## config.mk

```make
export PLATFORM = sky130hd
export DESIGN_NAME = occ_output1_clock_control
export DESIGN_NICKNAME = d
export VERILOG_FILES = /design/src/hw/occ_pkg.sv /design/src/hw/occ_output1_clock_control.sv
export SDC_FILE = /design/constraint.sdc
export NUM_CORES = 1
export LEC_CHECK = 0
export ABC_AREA = 1
export BUFFER_PORTS_ARGS = -buffer_cell sky130_fd_sc_hd__buf_4
export CORE_ASPECT_RATIO = 1.25
export CORE_MARGIN = 5
export CORE_UTILIZATION = 35
export DETAILED_ROUTE_END_ITERATION = 10
export GPL_ROUTABILITY_DRIVEN = 0
export PLACE_DENSITY = 0.71
export SKIP_CTS_REPAIR_TIMING = 1
export SLEW_MARGIN = 40
export SYNTH_ARGS = -nofsm -noshare
export SYNTH_HDL_FRONTEND = slang
export SYNTH_SLANG_ARGS = --single-unit
```

## constraint.sdc

```tcl
create_clock -name sys_clk_i -period 3.6 [get_ports sys_clk_i]
set_clock_uncertainty 0.15 [all_clocks]
set_input_delay 0.18 -clock sys_clk_i [delete_from_list [all_inputs] [get_ports sys_clk_i]]
set_output_delay 0.18 -clock sys_clk_i [all_outputs]
set_load 0.05 [all_outputs]
```

## src/hw/occ_pkg.sv

```systemverilog
// Package with the register map, field layout and bus constants of the output one clock control block.
package occ_pkg;
  localparam int OCC_DATA_W = 32;
  localparam int OCC_ADDR_W = 8;
  localparam int OCC_CTRL_W = 8;
  localparam int OCC_NSRC = 5;
  // Register indexes; the byte address is four times the index.
  localparam logic [OCC_ADDR_W-1:0] OCC_CTRL_IDX = 8'h11;
  localparam logic [OCC_ADDR_W-1:0] OCC_STAT_IDX = 8'h12;
  localparam logic [1:0] OCC_IDX_PAD = 2'h0;
  // Control register fields.
  localparam int OCC_PDN_BIT = 7;
  localparam int OCC_INT_BIT = 6;
  localparam int OCC_PLL_BIT = 5;
  localparam int OCC_INV_BIT = 4;
  localparam int OCC_SRC_HI = 3;
  localparam int OCC_SRC_LO = 2;
  localparam int OCC_DRV_HI = 1;
  localparam int OCC_DRV_LO = 0;
  localparam logic [OCC_CTRL_W-1:0] OCC_CTRL_RST = 8'h80;
  // Output source encodings.
  localparam logic [1:0] OCC_SRC_XTAL = 2'h0;
  localparam logic [1:0] OCC_SRC_EXT = 2'h1;
  localparam logic [1:0] OCC_SRC_RSVD = 2'h2;
  localparam logic [1:0] OCC_SRC_DIV = 2'h3;
  // Drive strength codes: 2, 4, 6 and 8 mA.
  localparam logic [1:0] OCC_DRV_2MA = 2'h0;
  localparam logic [1:0] OCC_DRV_8MA = 2'h3;
  // Positions of the raw clock inputs in the synchroniser vector.
  localparam int OCC_IN_XTAL = 0;
  localparam int OCC_IN_EXT = 1;
  localparam int OCC_IN_PLL_A_A = 2;
  localparam int OCC_IN_PLL_B_B = 3;
  localparam int OCC_IN_DIV = 4;
  // Status register fields.
  localparam int OCC_STAT_RUN = 0;
  localparam int OCC_STAT_RSVD = 1;
  localparam int OCC_STAT_LVL = 2;
  localparam logic [1:0] OCC_BE_W = 2'h0;
endpackage

```

## src/hw/occ_output1_clock_control.sv

```systemverilog
// Control logic for clock output one: control register, source mux, polarity and power down.
// Overview of operation
// - Power-down bit one turns output driver off.
// - Integer-mode bit picks integer or fractional division.
// - Divider source bit picks pll_a_a or pll_b_b.
// - Invert bit drives the output inverted.
// - Source 00 routes crystal oscillator straight out.
// - Source 01 routes external clock input out.
// - Source 11 drives output from output divider.
// - Drive field sets 2, 4, 6 or 8 mA.
`timescale 1ns/1ps
module occ_output1_clock_control
  import occ_pkg::*;
(
  // Clock and reset.
  input wire logic sys_clk_i,
  input wire logic rstn_i,
  // Avalon-MM slave.
  input wire logic [OCC_ADDR_W-1:0] avs_address_i,
  input wire logic avs_read_i,
  input wire logic avs_write_i,
  input wire logic [OCC_DATA_W-1:0] avs_writedata_i,
  input wire logic [3:0] avs_byteenable_i,
  output logic [OCC_DATA_W-1:0] avs_readdata_o,
  output logic avs_waitrequest_o,
  // Raw clocks from the oscillator, input pin, PLLs and output divider.
  input wire logic xtal_clk_i,
  input wire logic external_clock_input_i,
  input wire logic pll_a_a_clk_i,
  input wire logic pll_b_b_clk_i,
  input wire logic divider_clk_i,
  // Controls for the output divider and driver.
  output logic divider_ref_clk_o,
  output logic out1_divider_integer_mode_o,
  output logic out1_divider_pll_select_o,
  output logic out1_power_down_o,
  output logic [1:0] out1_drive_strength_o,
  output logic clock_output_one_o
);

  function automatic logic occ_hit(input logic [OCC_ADDR_W-1:0] addr, input logic [OCC_ADDR_W-1:0] idx);
    occ_hit = (addr == {idx[OCC_ADDR_W-3:0], OCC_IDX_PAD});
  endfunction

  logic [OCC_CTRL_W-1:0] ctrl_ff;
  logic [OCC_NSRC-1:0] sync1_ff;
  logic [OCC_NSRC-1:0] sync2_ff;
  logic waitreq_ff;
  logic [OCC_DATA_W-1:0] rdata_ff;
  logic out_clk_ff;
  logic div_ref_ff;
  logic int_mode_ff;
  logic pll_sel_ff;
  logic pdn_ff;
  logic [1:0] drv_ff;
  logic nxt_out_clk;
  logic src_level;
  logic commit;
  logic [OCC_DATA_W-1:0] nxt_rdata;

  // An access completes on the edge where waitrequest is seen low.
  assign commit = (avs_read_i | avs_write_i) & ~waitreq_ff;

  // One wait state gives a registered read path at the full clock rate.
  always_ff @(posedge sys_clk_i or negedge rstn_i) begin
    if (!rstn_i) begin
      waitreq_ff <= 1'b1;
    end else if (commit) begin
      waitreq_ff <= 1'b1;
    end else if (avs_read_i | avs_write_i) begin
      waitreq_ff <= 1'b0;
    end
  end

  // Only byte lane zero holds control bits; other lanes are ignored.
  always_ff @(posedge sys_clk_i or negedge rstn_i) begin
    if (!rstn_i) begin
      ctrl_ff <= OCC_CTRL_RST;
    end else if (commit && avs_write_i && avs_byteenable_i[OCC_BE_W] && occ_hit(avs_address_i, OCC_CTRL_IDX)) begin
      ctrl_ff <= avs_writedata_i[OCC_CTRL_W-1:0];
    end
  end

  always_comb begin
    nxt_rdata = '0;
    if (occ_hit(avs_address_i, OCC_CTRL_IDX)) begin
      nxt_rdata[OCC_CTRL_W-1:0] = ctrl_ff;
    end else if (occ_hit(avs_address_i, OCC_STAT_IDX)) begin
      nxt_rdata[OCC_STAT_RUN] = ~ctrl_ff[OCC_PDN_BIT] & (ctrl_ff[OCC_SRC_HI:OCC_SRC_LO] != OCC_SRC_RSVD);
      nxt_rdata[OCC_STAT_RSVD] = (ctrl_ff[OCC_SRC_HI:OCC_SRC_LO] == OCC_SRC_RSVD);
      nxt_rdata[OCC_STAT_LVL] = out_clk_ff;
    end
  end

  always_ff @(posedge sys_clk_i or negedge rstn_i) begin
    if (!rstn_i) begin
      rdata_ff <= '0;
    end else if (avs_read_i && waitreq_ff) begin
      rdata_ff <= nxt_rdata;
    end
  end

  // Clocks from other domains pass two flip-flops before the mux reads them.
  always_ff @(posedge sys_clk_i or negedge rstn_i) begin
    if (!rstn_i) begin
      sync1_ff <= '0;
      sync2_ff <= '0;
    end else begin
      sync1_ff <= {divider_clk_i, pll_b_b_clk_i, pll_a_a_clk_i, external_clock_input_i, xtal_clk_i};
      sync2_ff <= sync1_ff;
    end
  end

  always_comb begin
    case (ctrl_ff[OCC_SRC_HI:OCC_SRC_LO])
      OCC_SRC_XTAL: src_level = sync2_ff[OCC_IN_XTAL];
      OCC_SRC_EXT: src_level = sync2_ff[OCC_IN_EXT];
      OCC_SRC_DIV: src_level = sync2_ff[OCC_IN_DIV];
      default: src_level = 1'b0;
    endcase
    // A reserved source holds the pin at the invert bit level rather than passing an undefined clock.
    nxt_out_clk = ~ctrl_ff[OCC_PDN_BIT] & (src_level ^ ctrl_ff[OCC_INV_BIT]);
  end

  always_ff @(posedge sys_clk_i or negedge rstn_i) begin
    if (!rstn_i) begin
      out_clk_ff <= 1'b0;
      pdn_ff <= OCC_CTRL_RST[OCC_PDN_BIT];
    end else begin
      out_clk_ff <= nxt_out_clk;
      pdn_ff <= ctrl_ff[OCC_PDN_BIT];
    end
  end

  always_ff @(posedge sys_clk_i or negedge rstn_i) begin
    if (!rstn_i) begin
      div_ref_ff <= 1'b0;
      pll_sel_ff <= OCC_CTRL_RST[OCC_PLL_BIT];
      int_mode_ff <= OCC_CTRL_RST[OCC_INT_BIT];
      drv_ff <= OCC_CTRL_RST[OCC_DRV_HI:OCC_DRV_LO];
    end else begin
      div_ref_ff <= ctrl_ff[OCC_PLL_BIT] ? sync2_ff[OCC_IN_PLL_B_B] : sync2_ff[OCC_IN_PLL_A_A];
      pll_sel_ff <= ctrl_ff[OCC_PLL_BIT];
      // Integer mode is passed as written; delay offset compatibility is left to software.
      int_mode_ff <= ctrl_ff[OCC_INT_BIT];
      drv_ff <= ctrl_ff[OCC_DRV_HI:OCC_DRV_LO];
    end
  end

  assign avs_readdata_o = rdata_ff;
  assign avs_waitrequest_o = waitreq_ff;
  assign clock_output_one_o = out_clk_ff;
  assign divider_ref_clk_o = div_ref_ff;
  assign out1_divider_integer_mode_o = int_mode_ff;
  assign out1_divider_pll_select_o = pll_sel_ff;
  assign out1_power_down_o = pdn_ff;
  assign out1_drive_strength_o = drv_ff;
endmodule

```

# Word-level counts from Yosys, hierarchy flattened
# Index checks and enable logic that the tools add are counted.
[totals]
register_bits = 34
out_inout_bits = 40
in_bits = 53
word_cells = 37
[op_classes]
mux = 7
bitwise_logic = 7
n_eq_ne = 6
reduce_logical = 6
[op_table]
columns = ["op", "count"]
rows = [
  ["== test 8 x 7 -> 1 bit, second input constant", 2],
  ["2-to-1 mux 3 bit", 2],
  ["2-to-1 mux 5 bit", 1],
  ["== test 2 bit, second input constant", 2],
  ["logical AND 1 bit", 4],
  ["AND 1 bit", 3],
  ["2-to-1 mux 1 bit", 3],
  ["one-hot mux 1 bit (3 select lines)", 1],
  ["== test 2 x 1 -> 1 bit, second input constant", 1],
  ["logical NOT 2 bit", 1],
  ["!= test 2 bit, second input constant", 1],
  ["NOT 1 bit", 2],
  ["nonzero test 2 bit", 1],
  ["OR 1 bit", 1],
  ["XOR 1 bit", 1],
]

# Logic depth before layout (Yosys ltp)
# Gate-level depths: netlist of run 1.
[logic_depth]
ltp_word = 5
mapped_depth = 7
mapped_depth_nobuf = 7

# Worst setup path before layout of run 1
# Ideal clock, no wire load.
[synth_path]
path_kind = "register to register"
start = "reg waitreq_ff, in the netlist avs_waitrequest_o"
end = "reg ctrl_ff[0]"
stages_incl_launch_ff = 7
arrival_time_ns = 1.258
path_slack_ns = 2.127
setup_ns = 0.065
synth_period_minus_slack_ns = 1.473
required_ns = 3.385
path_buffers = 1
path_cell_list = "dfstp_2 -> inv_2 -> and3_1 -> buf_2 -> nand2_2 -> nand2_1 -> nand2_1"
[synth_between]
elab_chain_len = 5
[synth_rtl]
columns = ["element", "line_no", "text"]
rows = [
  ["start: declaration", "occ_output1_clock_control.sv:48", "logic waitreq_ff;"],
  ["start signal: assignment", "occ_output1_clock_control.sv:67", "waitreq_ff <= 1'b1;"],
  ["start signal: assignment", "occ_output1_clock_control.sv:69", "waitreq_ff <= 1'b1;"],
  ["start signal: assignment", "occ_output1_clock_control.sv:71", "waitreq_ff <= 1'b0;"],
  ["NOT 1 bit", "occ_output1_clock_control.sv:62", "assign commit = (avs_read_i | avs_write_i) & ~waitreq_ff;"],
  ["AND 1 bit", "occ_output1_clock_control.sv:62", ""],
  ["logical AND 1 bit (3 in series)", "occ_output1_clock_control.sv:79", "end else if (commit && avs_write_i && avs_byteenable_i[OCC_BE_W] && occ_hit(avs_address_i, OCC_CTRL_IDX)) begi ..."],
  ["end signal: assignment", "occ_output1_clock_control.sv:80", "ctrl_ff <= avs_writedata_i[OCC_CTRL_W-1:0];"],
  ["end: declaration", "occ_output1_clock_control.sv:45", "logic [OCC_CTRL_W-1:0] ctrl_ff;"],
]
# No other way between the ends.
# A chain may end at the register's enable or synchronous reset.

# Worst setup path after layout of run 1
[layout_path]
start = "in avs_write_i"
end = "reg waitreq_ff, in the netlist avs_waitrequest_o"
[layout_between]
elab_chain_len = 3
elab_cells_between_ends = 4
cone_classes = "mux (1); bitwise (2); reduce/logical (1)"
[layout_rtl]
columns = ["element", "line_no", "text"]
rows = [
  ["start: declaration", "occ_output1_clock_control.sv:21", "input wire logic avs_write_i,"],
  ["OR 1 bit *", "occ_output1_clock_control.sv:62, occ_output1_clock_control.sv:70", ""],
  ["AND 1 bit", "occ_output1_clock_control.sv:62", ""],
  ["2-to-1 mux 1 bit / nonzero test 2 bit (equally long branches)", "-", ""],
]
# Every way passes the cells marked *; elsewhere a longest branch is shown, timed or not.

==> flow_metrics.tcl, run 1 <==
set metrics [dict create \
    drt_first_pass_iters 4 \
    dp.final_hpwl_um 2132 \
    die_width_um 68.02 \
    start_util_pct 36.22 \
    tritoncts_num_sinks 34 \
    synth.avg_cell_area_sq_um 9.501 \
    most_common_cell_after_layout_fill_and_taps_aside "nand2_1" \
    die_area_sq_mm 0.005613 \
    cap_violations 0 \
    core_area_sq_mm 0.004066 \
    internal-power_uw 604.7 \
    net_switching_power_of_the_design_uw 281.8 \
    fin_crit_sh_pct 44.27 \
    switching_share_pct 31.79 \
    worst_setup_path_end_kind "register" \
    vias 1102 \
    ys.warnings.count 0 \
    antenna_violating_nets_post_route 0 \
    critPathMaxFanout 2 \
    cts_made_buffers 5 \
    seqPwrFrac_pct 46.7 \
    slew_viol_final 0 \
    fin_tns_setup_ns 0 \
    area.growth.synth_to_final_pct 33.48 \
    fmax_ghz 0.6274 \
    routedWlPerCell_um 10.96 \
    first_global_vias 999 \
    yosysUniqueCellTypes 19 \
    setup.worst_path.start_class "input pin" \
    clock_tree.buffer_depth 2 \
    hp-class "in -> reg" \
    global_route_wire_length_before_repair_um 4429 \
    drive_gt1_share_pct 28.50 \
    wl_um 2960 \
    grt.total_usage_pct 10.83 \
    layout.cells.most_common_list "nand2_1 (45), buf_4 (41), dfrtp_1 (31)" \
    sequential_cell_area_fraction_in_the_yosys_report_pct 58.03 \
    yosys_register_bits 34 \
    synth_cells 155 \
    drc 0 \
    portBuffers 41 \
    leakagePower_nw 1.089 \
    detail_route.vias_per_cell 4.081 \
    antenna_cells_inserted 0 \
    initialDrtViolationCount 39 \
    cts_tree "yes" \
    die_height_um 82.52 \
    setup_repair_after_global_routing_missed_its_margin "false" \
    floorplan.io_pins 93 \
    worst_ep_arrival_time_ns 1.66 \
    cts_root_buffer "clkbuf_8" \
    grt-ovfl-total 0 \
    report.final.setup_viol 0 \
    worstRegToRegCells 4 \
    power_per_standard_cell_area_mw_per_mm2 451.0 \
    row_count 26 \
    report.final.hold_viol_count 3 \
    combinationalPowerShare_pct 20.6 \
    hold_path_depth 3 \
    required_ns 3.66 \
    vdd_drop_max_v 0.0003023 \
    grt_antenna_before_repair 0 \
    grt_start_max_net_pins 35 \
    power_frac_clock_pct 32.7 \
    timing.hold.ws_ns -0.03341 \
    synth.cell_area_sq_mm 0.001473 \
    clock_insertion_delay_worst_skew_ns 0.28 \
    setup.worst_path.class "in -> reg" \
    cts.htree.levels 2 \
    failed_checks "hold timing" \
    final.min_clock_period_ns 1.594 \
    number_of_nets_in_the_finished_design 266 \
    clkSlewWorstSetupHoldPaths_ns 0.07 \
    run_status "finished, violations left" \
    fillerInstances 410 \
]
logic make-up after synthesis:
| kind of cell | count (synthesis) | share of synthesized area (%) |
|---|---|---|
| XOR/XNOR | 1 | 0.5948 |
| other | 1 | 0.2546 |
| AO/OA/AOI/OAI | 1 | 0.3395 |
| multiplexers | 1 | 0.7646 |
| flip-flops | 34 | 58.03 |
| buffers and inverters | 38 | 16.40 |
| AND/OR/NAND/NOR | 79 | 23.62 |
cell usage after synthesis:
cell type / n / area share (%)
a21oi_1: 1 / 0.34
and2_4: 1 / 0.59
and3_1: 1 / 0.43
buf_2: 1 / 0.34
buf_4: 24 / 12
buf_6: 1 / 0.76
conb_1: 1 / 0.25
dfrtp_1: 31 / 53
dfstp_2: 3 / 5.4
inv_1: 9 / 2.3
inv_2: 3 / 0.76
mux2_2: 1 / 0.76
nand2_1: 45 / 11
nand2_2: 2 / 0.85
nand3_1: 23 / 7.8
nor2_1: 5 / 1.3
nor2_2: 1 / 0.43
nor2_4: 1 / 0.76
xor2_1: 1 / 0.59
critical path, stage by stage:
cell and delay, ns:
dlygate4sd3_1 0.54, buf_4 0.14, nor2_1 0.09, dlygate4sd3_1 0.57, xor2_1 0.15
per-stage QoR:
stage | area (sq um) | setup WS [ns] | total power, mW | cells | utilization [%]
6_report | 1966 | 2.006 | 0.8865 | 270 | 48.34
3_3_place_gp | 1740 | 2.195 | 0.5893 | 249 | 42.80
4_1_cts | 1836 | 2.152 | 0.8830 | 257 | 45.14
5_1_grt | 1966 | 1.956 | 0.9297 | 270 | 48.34
3_5_place_dp | 1740 | 2.160 | 0.5927 | 249 | 42.80
2_1_floorplan | 1559 | 2.127 | 0.5604 | 178 | -
path summary, 6_finish.rpt:
path,start,endpoint,slack [ns]
max,avs_write_i,avs_waitrequest_o,2.01
min,avs_writedata_i[7],ctrl_ff[7],-0.03
max reg2reg,avs_waitrequest_o,avs_readdata_o[4],2.18
min reg2reg,sync1_ff[0],sync2_ff[0],0.20
max in group asynchronous,rstn_i,avs_waitrequest_o,2.74
min in group asynchronous,rstn_i,divider_ref_clk_o,0.22
power groups by stage:
stage	clock network, mW	registers [mW]	logic, mW
after floorplan	0	0.450	0.110
after global placement	0	0.420	0.169
after detailed placement	0	0.421	0.172
after CTS	0.297	0.414	0.172
after global routing	0.318	0.416	0.196
final	0.290	0.414	0.183
flip-flops by register name, summed over array words and instances (netlist names):
signal	flops
divider_ref_clk_o	1
out1_power_down_o	1
avs_waitrequest_o	1
clock_output_one_o	1
avs_readdata_o	8
out1_drive_strength_o	2
sync2_ff	5
ctrl_ff	8
sync1_ff	5
out1_divider_integer_mode_o	1
out1_divider_pll_select_o	1
metal layers:
| metal | global-route usage (%) | wire [um] |
|---|---|---|
| met5 | 0 | 0 |
| met4 | 4.175 | 44 |
| met3 | 4.601 | 284 |
| met2 | 18.61 | 1503 |
| met1 | 11.62 | 1128 |
final cells by class:
type	count	area (sq um)	share of cell area [%]
Multi-Input combinational cell	106	462.9	23.55
Tap cell	56	70.07	3.565
Inverter	12	45.04	2.292
Sequential cell	34	854.6	43.48
Timing Repair Buffer	54	437.9	22.28
Clock inverter	2	12.51	0.6365
Clock buffer	6	82.58	4.201
Note: power is estimated with default switching activity, not from simulation.
==> run 2, diff against run 1 <==
PLACE_DENSITY = 0.74   (was 0.71)
clock period = 1.4 ns   (was 3.6 ns; I/O delays follow)
==> run 2 against run 1 <==
  * Clock-buffer cell count down 1
  * Sequential power rose to 2.6 times the previous value
  * Die area unchanged
  * Via count down 0.82%
  * Critical path depth down 4
  * The flow now finishes without violations
  * Worst setup slack worse by 1.9 ns
  * Register-to-register slack worse by 2.0 ns
  * Worst hold slack better by 0.12 ns
  * Non-clock buffer count up 4
  * Core utilization up 2.3 points
  * Largest cell class unchanged
  * Highest routed layer unchanged
  * Sequential cell count unchanged
  * Clock power rose to 3.7 times the previous value
==> flow_metrics.tcl, run 2 (synthesized netlist as in run 1, its figures left out) <==
set metrics [dict create \
    worstRegToRegCells 5 \
    clock_insertion_delay_worst_skew_ns 0.28 \
    worst_setup_path_end_kind "output pin" \
    routedWlPerCell_um 10.95 \
    cts_made_buffers 5 \
    detail_route.vias_per_cell 3.989 \
    combinationalPowerShare_pct 19.0 \
    setup_repair_after_global_routing_missed_its_margin "false" \
    setup.worst_path.class "reg -> out" \
    portBuffers 41 \
    fmax_ghz 0.7819 \
    drc 0 \
    drt_first_pass_iters 4 \
    final.min_clock_period_ns 1.279 \
    critPathTopFamily "flip-flops" \
    crit-reg2reg-capture "ctrl_ff[2]" \
    area.growth.synth_to_final_pct 39.76 \
    reg2reg_from "avs_waitrequest_o" \
    internal-power_mw 1.895 \
    initialDrtViolationCount 39 \
    seqPwrFrac_pct 40.4 \
    wl_um 3000 \
    global_route_wire_length_before_repair_um 4326 \
    setup.worst_path.start_class "register" \
    postLayoutSetupSlackWorst_ns 0.1211 \
    clock_tree.buffer_depth 2 \
    post_route_insts_no_fill 274 \
    grt_antenna_before_repair 0 \
    grt-ovfl-total 0 \
    hold_path_depth 8 \
    die_area_sq_mm 0.005613 \
    die_width_um 68.02 \
    net_switching_power_of_the_design_uw 744.9 \
    cts_root_buffer "clkbuf_8" \
    clkSlewWorstSetupHoldPaths_ns 0.07 \
    run_status "completed" \
    leakagePower_nw 1.138 \
    fin_crit_sh_pct 91.35 \
    cts.htree.levels 2 \
    placedInstanceArea_sq_mm 0.001760 \
    row_count 26 \
    place_ws_ns 0.1742 \
    cp_slowest_cell "dfstp_2" \
    min-delay-start "avs_address_i[7]" \
    required_ns 1.18 \
    critical_path.n_buffers_inverters 1 \
    cap_violations 0 \
    vdd_drop_max_v 0.0009294 \
    first_global_vias 1004 \
    timing.hold.worst_endpoint "avs_readdata_o[0]" \
    fin_tns_setup_ns 0 \
    worst_ep_arrival_time_ns 1.06 \
    power_per_standard_cell_area_mw_per_mm2 1283 \
    r2r_setup_slack_ns 0.16 \
    placed_cells 250 \
    report.final.hold_viol_count 0 \
    critPathMaxFanout 3 \
    fillerInstances 379 \
    fin_area_sq_mm 0.002058 \
    cts_tree "yes" \
    die_height_um 82.52 \
    crit_path_cell_trace "buf_4" \
    timing.hold.ws_ns 0.08871 \
    grt.total_usage_pct 10.62 \
    power_frac_clock_pct 40.6 \
    layout.cells.most_common_list "nand2_1 (44), buf_4 (42), dfrtp_1 (31)" \
    switching_share_pct 28.21 \
    dp.final_hpwl_um 2126 \
    antenna_cells_inserted 0 \
    vias 1093 \
    number_of_nets_in_the_finished_design 270 \
    slew_viol_final 0 \
    antenna_violating_nets_post_route 0 \
    drive_gt1_share_pct 29.36 \
    report.final.setup_viol 0 \
    hp-class "in -> reg" \
    p_total_mw 2.640 \
    floorplan.io_pins 93 \
    start_util_pct 36.22 \
    tritoncts_num_sinks 34 \
    critical_path.max_stage_delay_ns 0.57 \
    grt_start_max_net_pins 35 \
    core_area_sq_mm 0.004066 \
    most_common_cell_after_layout_fill_and_taps_aside "nand2_1" \
    utilization_pct 50.62 \
]
==> run 2: power by group through the flow <==
stage / Clock (mW) / Sequential, mW / Combinational (mW)
after floorplan: 0 / 1.16 / 0.299
after global routing: 1.13 / 1.07 / 0.541
after global placement: 0 / 1.08 / 0.457
final: 1.07 / 1.07 / 0.502
after detailed placement: 0 / 1.08 / 0.464
after CTS: 1.09 / 1.07 / 0.464
==> run 2: cell type report <==
type | instances | area, sq um | share of cell area [%]
Clock inverter | 3 | 68.82 | 3.343
Tap cell | 56 | 70.07 | 3.404
Sequential cell | 34 | 854.6 | 41.52
Inverter | 12 | 45.04 | 2.188
Clock buffer | 5 | 68.82 | 3.343
Timing Repair Buffer | 58 | 475.5 | 23.10
Multi-Input combinational cell | 106 | 475.5 | 23.10
==> run 2: worst max path at each step <==
stage                                  from           endpoint  slack [ns]  depth (start not counted)
after global placement    avs_waitrequest_o         ctrl_ff[6]        0.20                          5
final                     avs_waitrequest_o  avs_waitrequest_o        0.12                          1
after floorplan           avs_waitrequest_o         ctrl_ff[2]       -0.02                          6
after global routing      avs_waitrequest_o         ctrl_ff[1]        0.07                          5
after CTS                 avs_waitrequest_o  avs_waitrequest_o        0.13                          1
after detailed placement   avs_address_i[4]         ctrl_ff[3]        0.17                          8
==> run 2: routing by layer <==
metal,global-route usage [%],share of wire [%],wire [um]
met2,19.09,52,1555
met4,4.175,1.5,44
met3,4.195,10,300
met5,0,0,0
met1,10.82,37,1100
==> run 3, diff against run 2 <==
CTS_CLUSTER_DIAMETER = 80   (was not set)
PLACE_DENSITY = 0.71   (was 0.74)
==> run 3 against run 2 <==
  * Worst setup slack gained 0.025 ns
  * Wire length shrank 2.8%
  * Sequential cell count is the same
  * Final area shrank 2.1%
  * First-iteration DRC count shrank 36%
  * Global-route usage shrank 0.26 points
  * Critical path depth is the same
  * Via count grew 1.5%
  * Worst hold slack gained 0.011 ns
  * Clock power shrank 32%
  * Clock-buffer cell count grew 1
  * Largest power group unchanged
  * Highest routed layer unchanged
==> flow_metrics.tcl, run 3 (synthesized netlist as in run 1, its figures left out) <==
set metrics [dict create \
    run_status "completed" \
    setup.worst_path.start "avs_waitrequest_o" \
    antenna_cells_inserted 0 \
    placedInstanceArea_sq_mm 0.001760 \
    wl_um 2917 \
    layout.cells.most_common_list "nand2_1 (44), buf_4 (42), dfrtp_1 (31)" \
    area.growth.synth_to_final_pct 36.87 \
    worst_setup_path_end_kind "output pin" \
    r2r_setup_slack_ns 0.18 \
    floorplan.io_pins 93 \
    cts.htree.levels 2 \
    tritoncts_num_sinks 34 \
    final.min_clock_period_ns 1.254 \
    vias 1109 \
    most_common_cell_after_layout_fill_and_taps_aside "nand2_1" \
    endpoint "avs_waitrequest_o" \
    cts_root_buffer "clkbuf_8" \
    clkSlewWorstSetupHoldPaths_ns 0.07 \
    hold_path_depth 8 \
    global_route_wire_length_before_repair_um 4291 \
    internal-power_mw 1.577 \
    setup_repair_after_global_routing_missed_its_margin "false" \
    critPathMaxFanout 3 \
    grt.total_usage_pct 10.37 \
    detail_route.vias_per_cell 4.047 \
    vdd_drop_max_v 0.0007847 \
    die_width_um 68.02 \
    p_total_mw 2.292 \
    drive_gt1_share_pct 29.36 \
    clock_tree.buffer_depth 2 \
    portBuffers 41 \
    cp.depth 1 \
    setup.worst_path.start_class "register" \
    worstRegToRegCells 5 \
    grt_antenna_before_repair 0 \
    critical_path.n_buffers_inverters 1 \
    hp-class "in -> reg" \
    fillerInstances 389 \
    fin_area_sq_mm 0.002016 \
    cts_made_buffers 5 \
    number_of_nets_in_the_finished_design 270 \
    drc 0 \
    fmax_ghz 0.7976 \
    dp.final_hpwl_um 2096 \
    placed_cells 250 \
    crit-reg2reg-capture "ctrl_ff[3]" \
    report.final.setup_viol 0 \
    first_global_vias 1019 \
    power_per_standard_cell_area_mw_per_mm2 1137 \
    combinationalPowerShare_pct 21.7 \
    die_area_sq_mm 0.005613 \
    slew_viol_final 0 \
    grt_start_max_net_pins 35 \
    start_util_pct 36.22 \
    cp_slowest_cell "dfstp_2" \
    fin_crit_sh_pct 89.55 \
    switching_share_pct 31.17 \
    crit_path_cell_trace "buf_4" \
    utilization_pct 49.57 \
    antenna_violating_nets_post_route 0 \
    grt-ovfl-total 0 \
    seq_area_sq_um 854.6 \
    report.final.hold_viol_count 0 \
    post_route_insts_no_fill 274 \
    routedWlPerCell_um 10.65 \
    worst_ep_arrival_time_ns 1.03 \
    cts_tree "yes" \
    seqPwrFrac_pct 46.5 \
    core_area_sq_mm 0.004066 \
    multi_input_comb_area_sq_um 475.5 \
    leakagePower_nw 1.117 \
    critical_path.max_stage_delay_ns 0.56 \
    die_height_um 82.52 \
    required_ns 1.18 \
    row_count 26 \
    drt_first_pass_iters 4 \
    setup.worst_path.class "reg -> out" \
    reg2reg_from "avs_waitrequest_o" \
    initialDrtViolationCount 25 \
    power_frac_clock_pct 31.8 \
    timing.hold.ws_ns 0.09997 \
    cap_violations 0 \
    critPathTopFamily "flip-flops" \
    net_switching_power_of_the_design_uw 714.3 \
    clock_insertion_delay_worst_skew_ns 0.28 \
]
[run 3: cell types whose count changed in the layout (fill, tap and decap cells not counted)]
cell	before	now
clkinv_4	1	0
clkbuf_8	5	6
clkinvlp_4	0	1
clkinv_2	0	1
bufinv_16	2	0
[run 3: area by class of cell]
type	instances	area share, %
clock buffers	6	4.097
clock inverters	2	0.6207
inverters	12	2.235
multi-input cells	106	23.59
flip-flops and latches	34	42.40
well taps	56	3.476
repair buffers	58	23.59
[run 3: power by group through the flow]
stage,combinational (mW),clock (mW),sequential [mW]
after global routing,0.531,0.808,1.07
after floorplan,0.299,0,1.16
after global placement,0.456,0,1.08
after detailed placement,0.463,0,1.08
after CTS,0.465,0.758,1.07
final,0.497,0.730,1.06
[run 3: metrics by stage]
step | setup WS, ns | TNS, ns
floorplan | -0.01623 | -0.1138
CTS | 0.1314 | 0
global route | 0.1123 | 0
finish | 0.1462 | 0
detailed placement | 0.1608 | 0
global placement | 0.1999 | 0
[run 3: worst min path at each step]
| stage | to | slack (ns) | start |
|---|---|---|---|
| 6_report | avs_readdata_o[0] | 0.1 | avs_address_i[7] |
| 5_1_grt | ctrl_ff[7] | 0.10 | avs_byteenable_i[0] |
| 4_1_cts | out1_drive_strength_o[1] | -0.42 | rstn_i |
| 3_5_place_dp | out1_drive_strength_o[1] | -0.11 | rstn_i |
| 3_3_place_gp | out1_drive_strength_o[1] | -0.12 | rstn_i |
| 2_1_floorplan | avs_readdata_o[0] | -0.38 | rstn_i |
[run 3: metal layers]
layer  share of wire, %  vias to the layer above  track usage, %
met3                 11                        2           4.601
met2                 53                       45           18.03
met1                 36                      508           10.99
met5                  0                        -               0
met4               0.62                        0           3.579
li1                   -                      554               -
[run 3: tightest hold or removal path, delay by kind of cell]
family / cells / cell delay (ns)
and+or+nand+nor: 6 / 0.32
buffers and inverters: 2 / 0.11
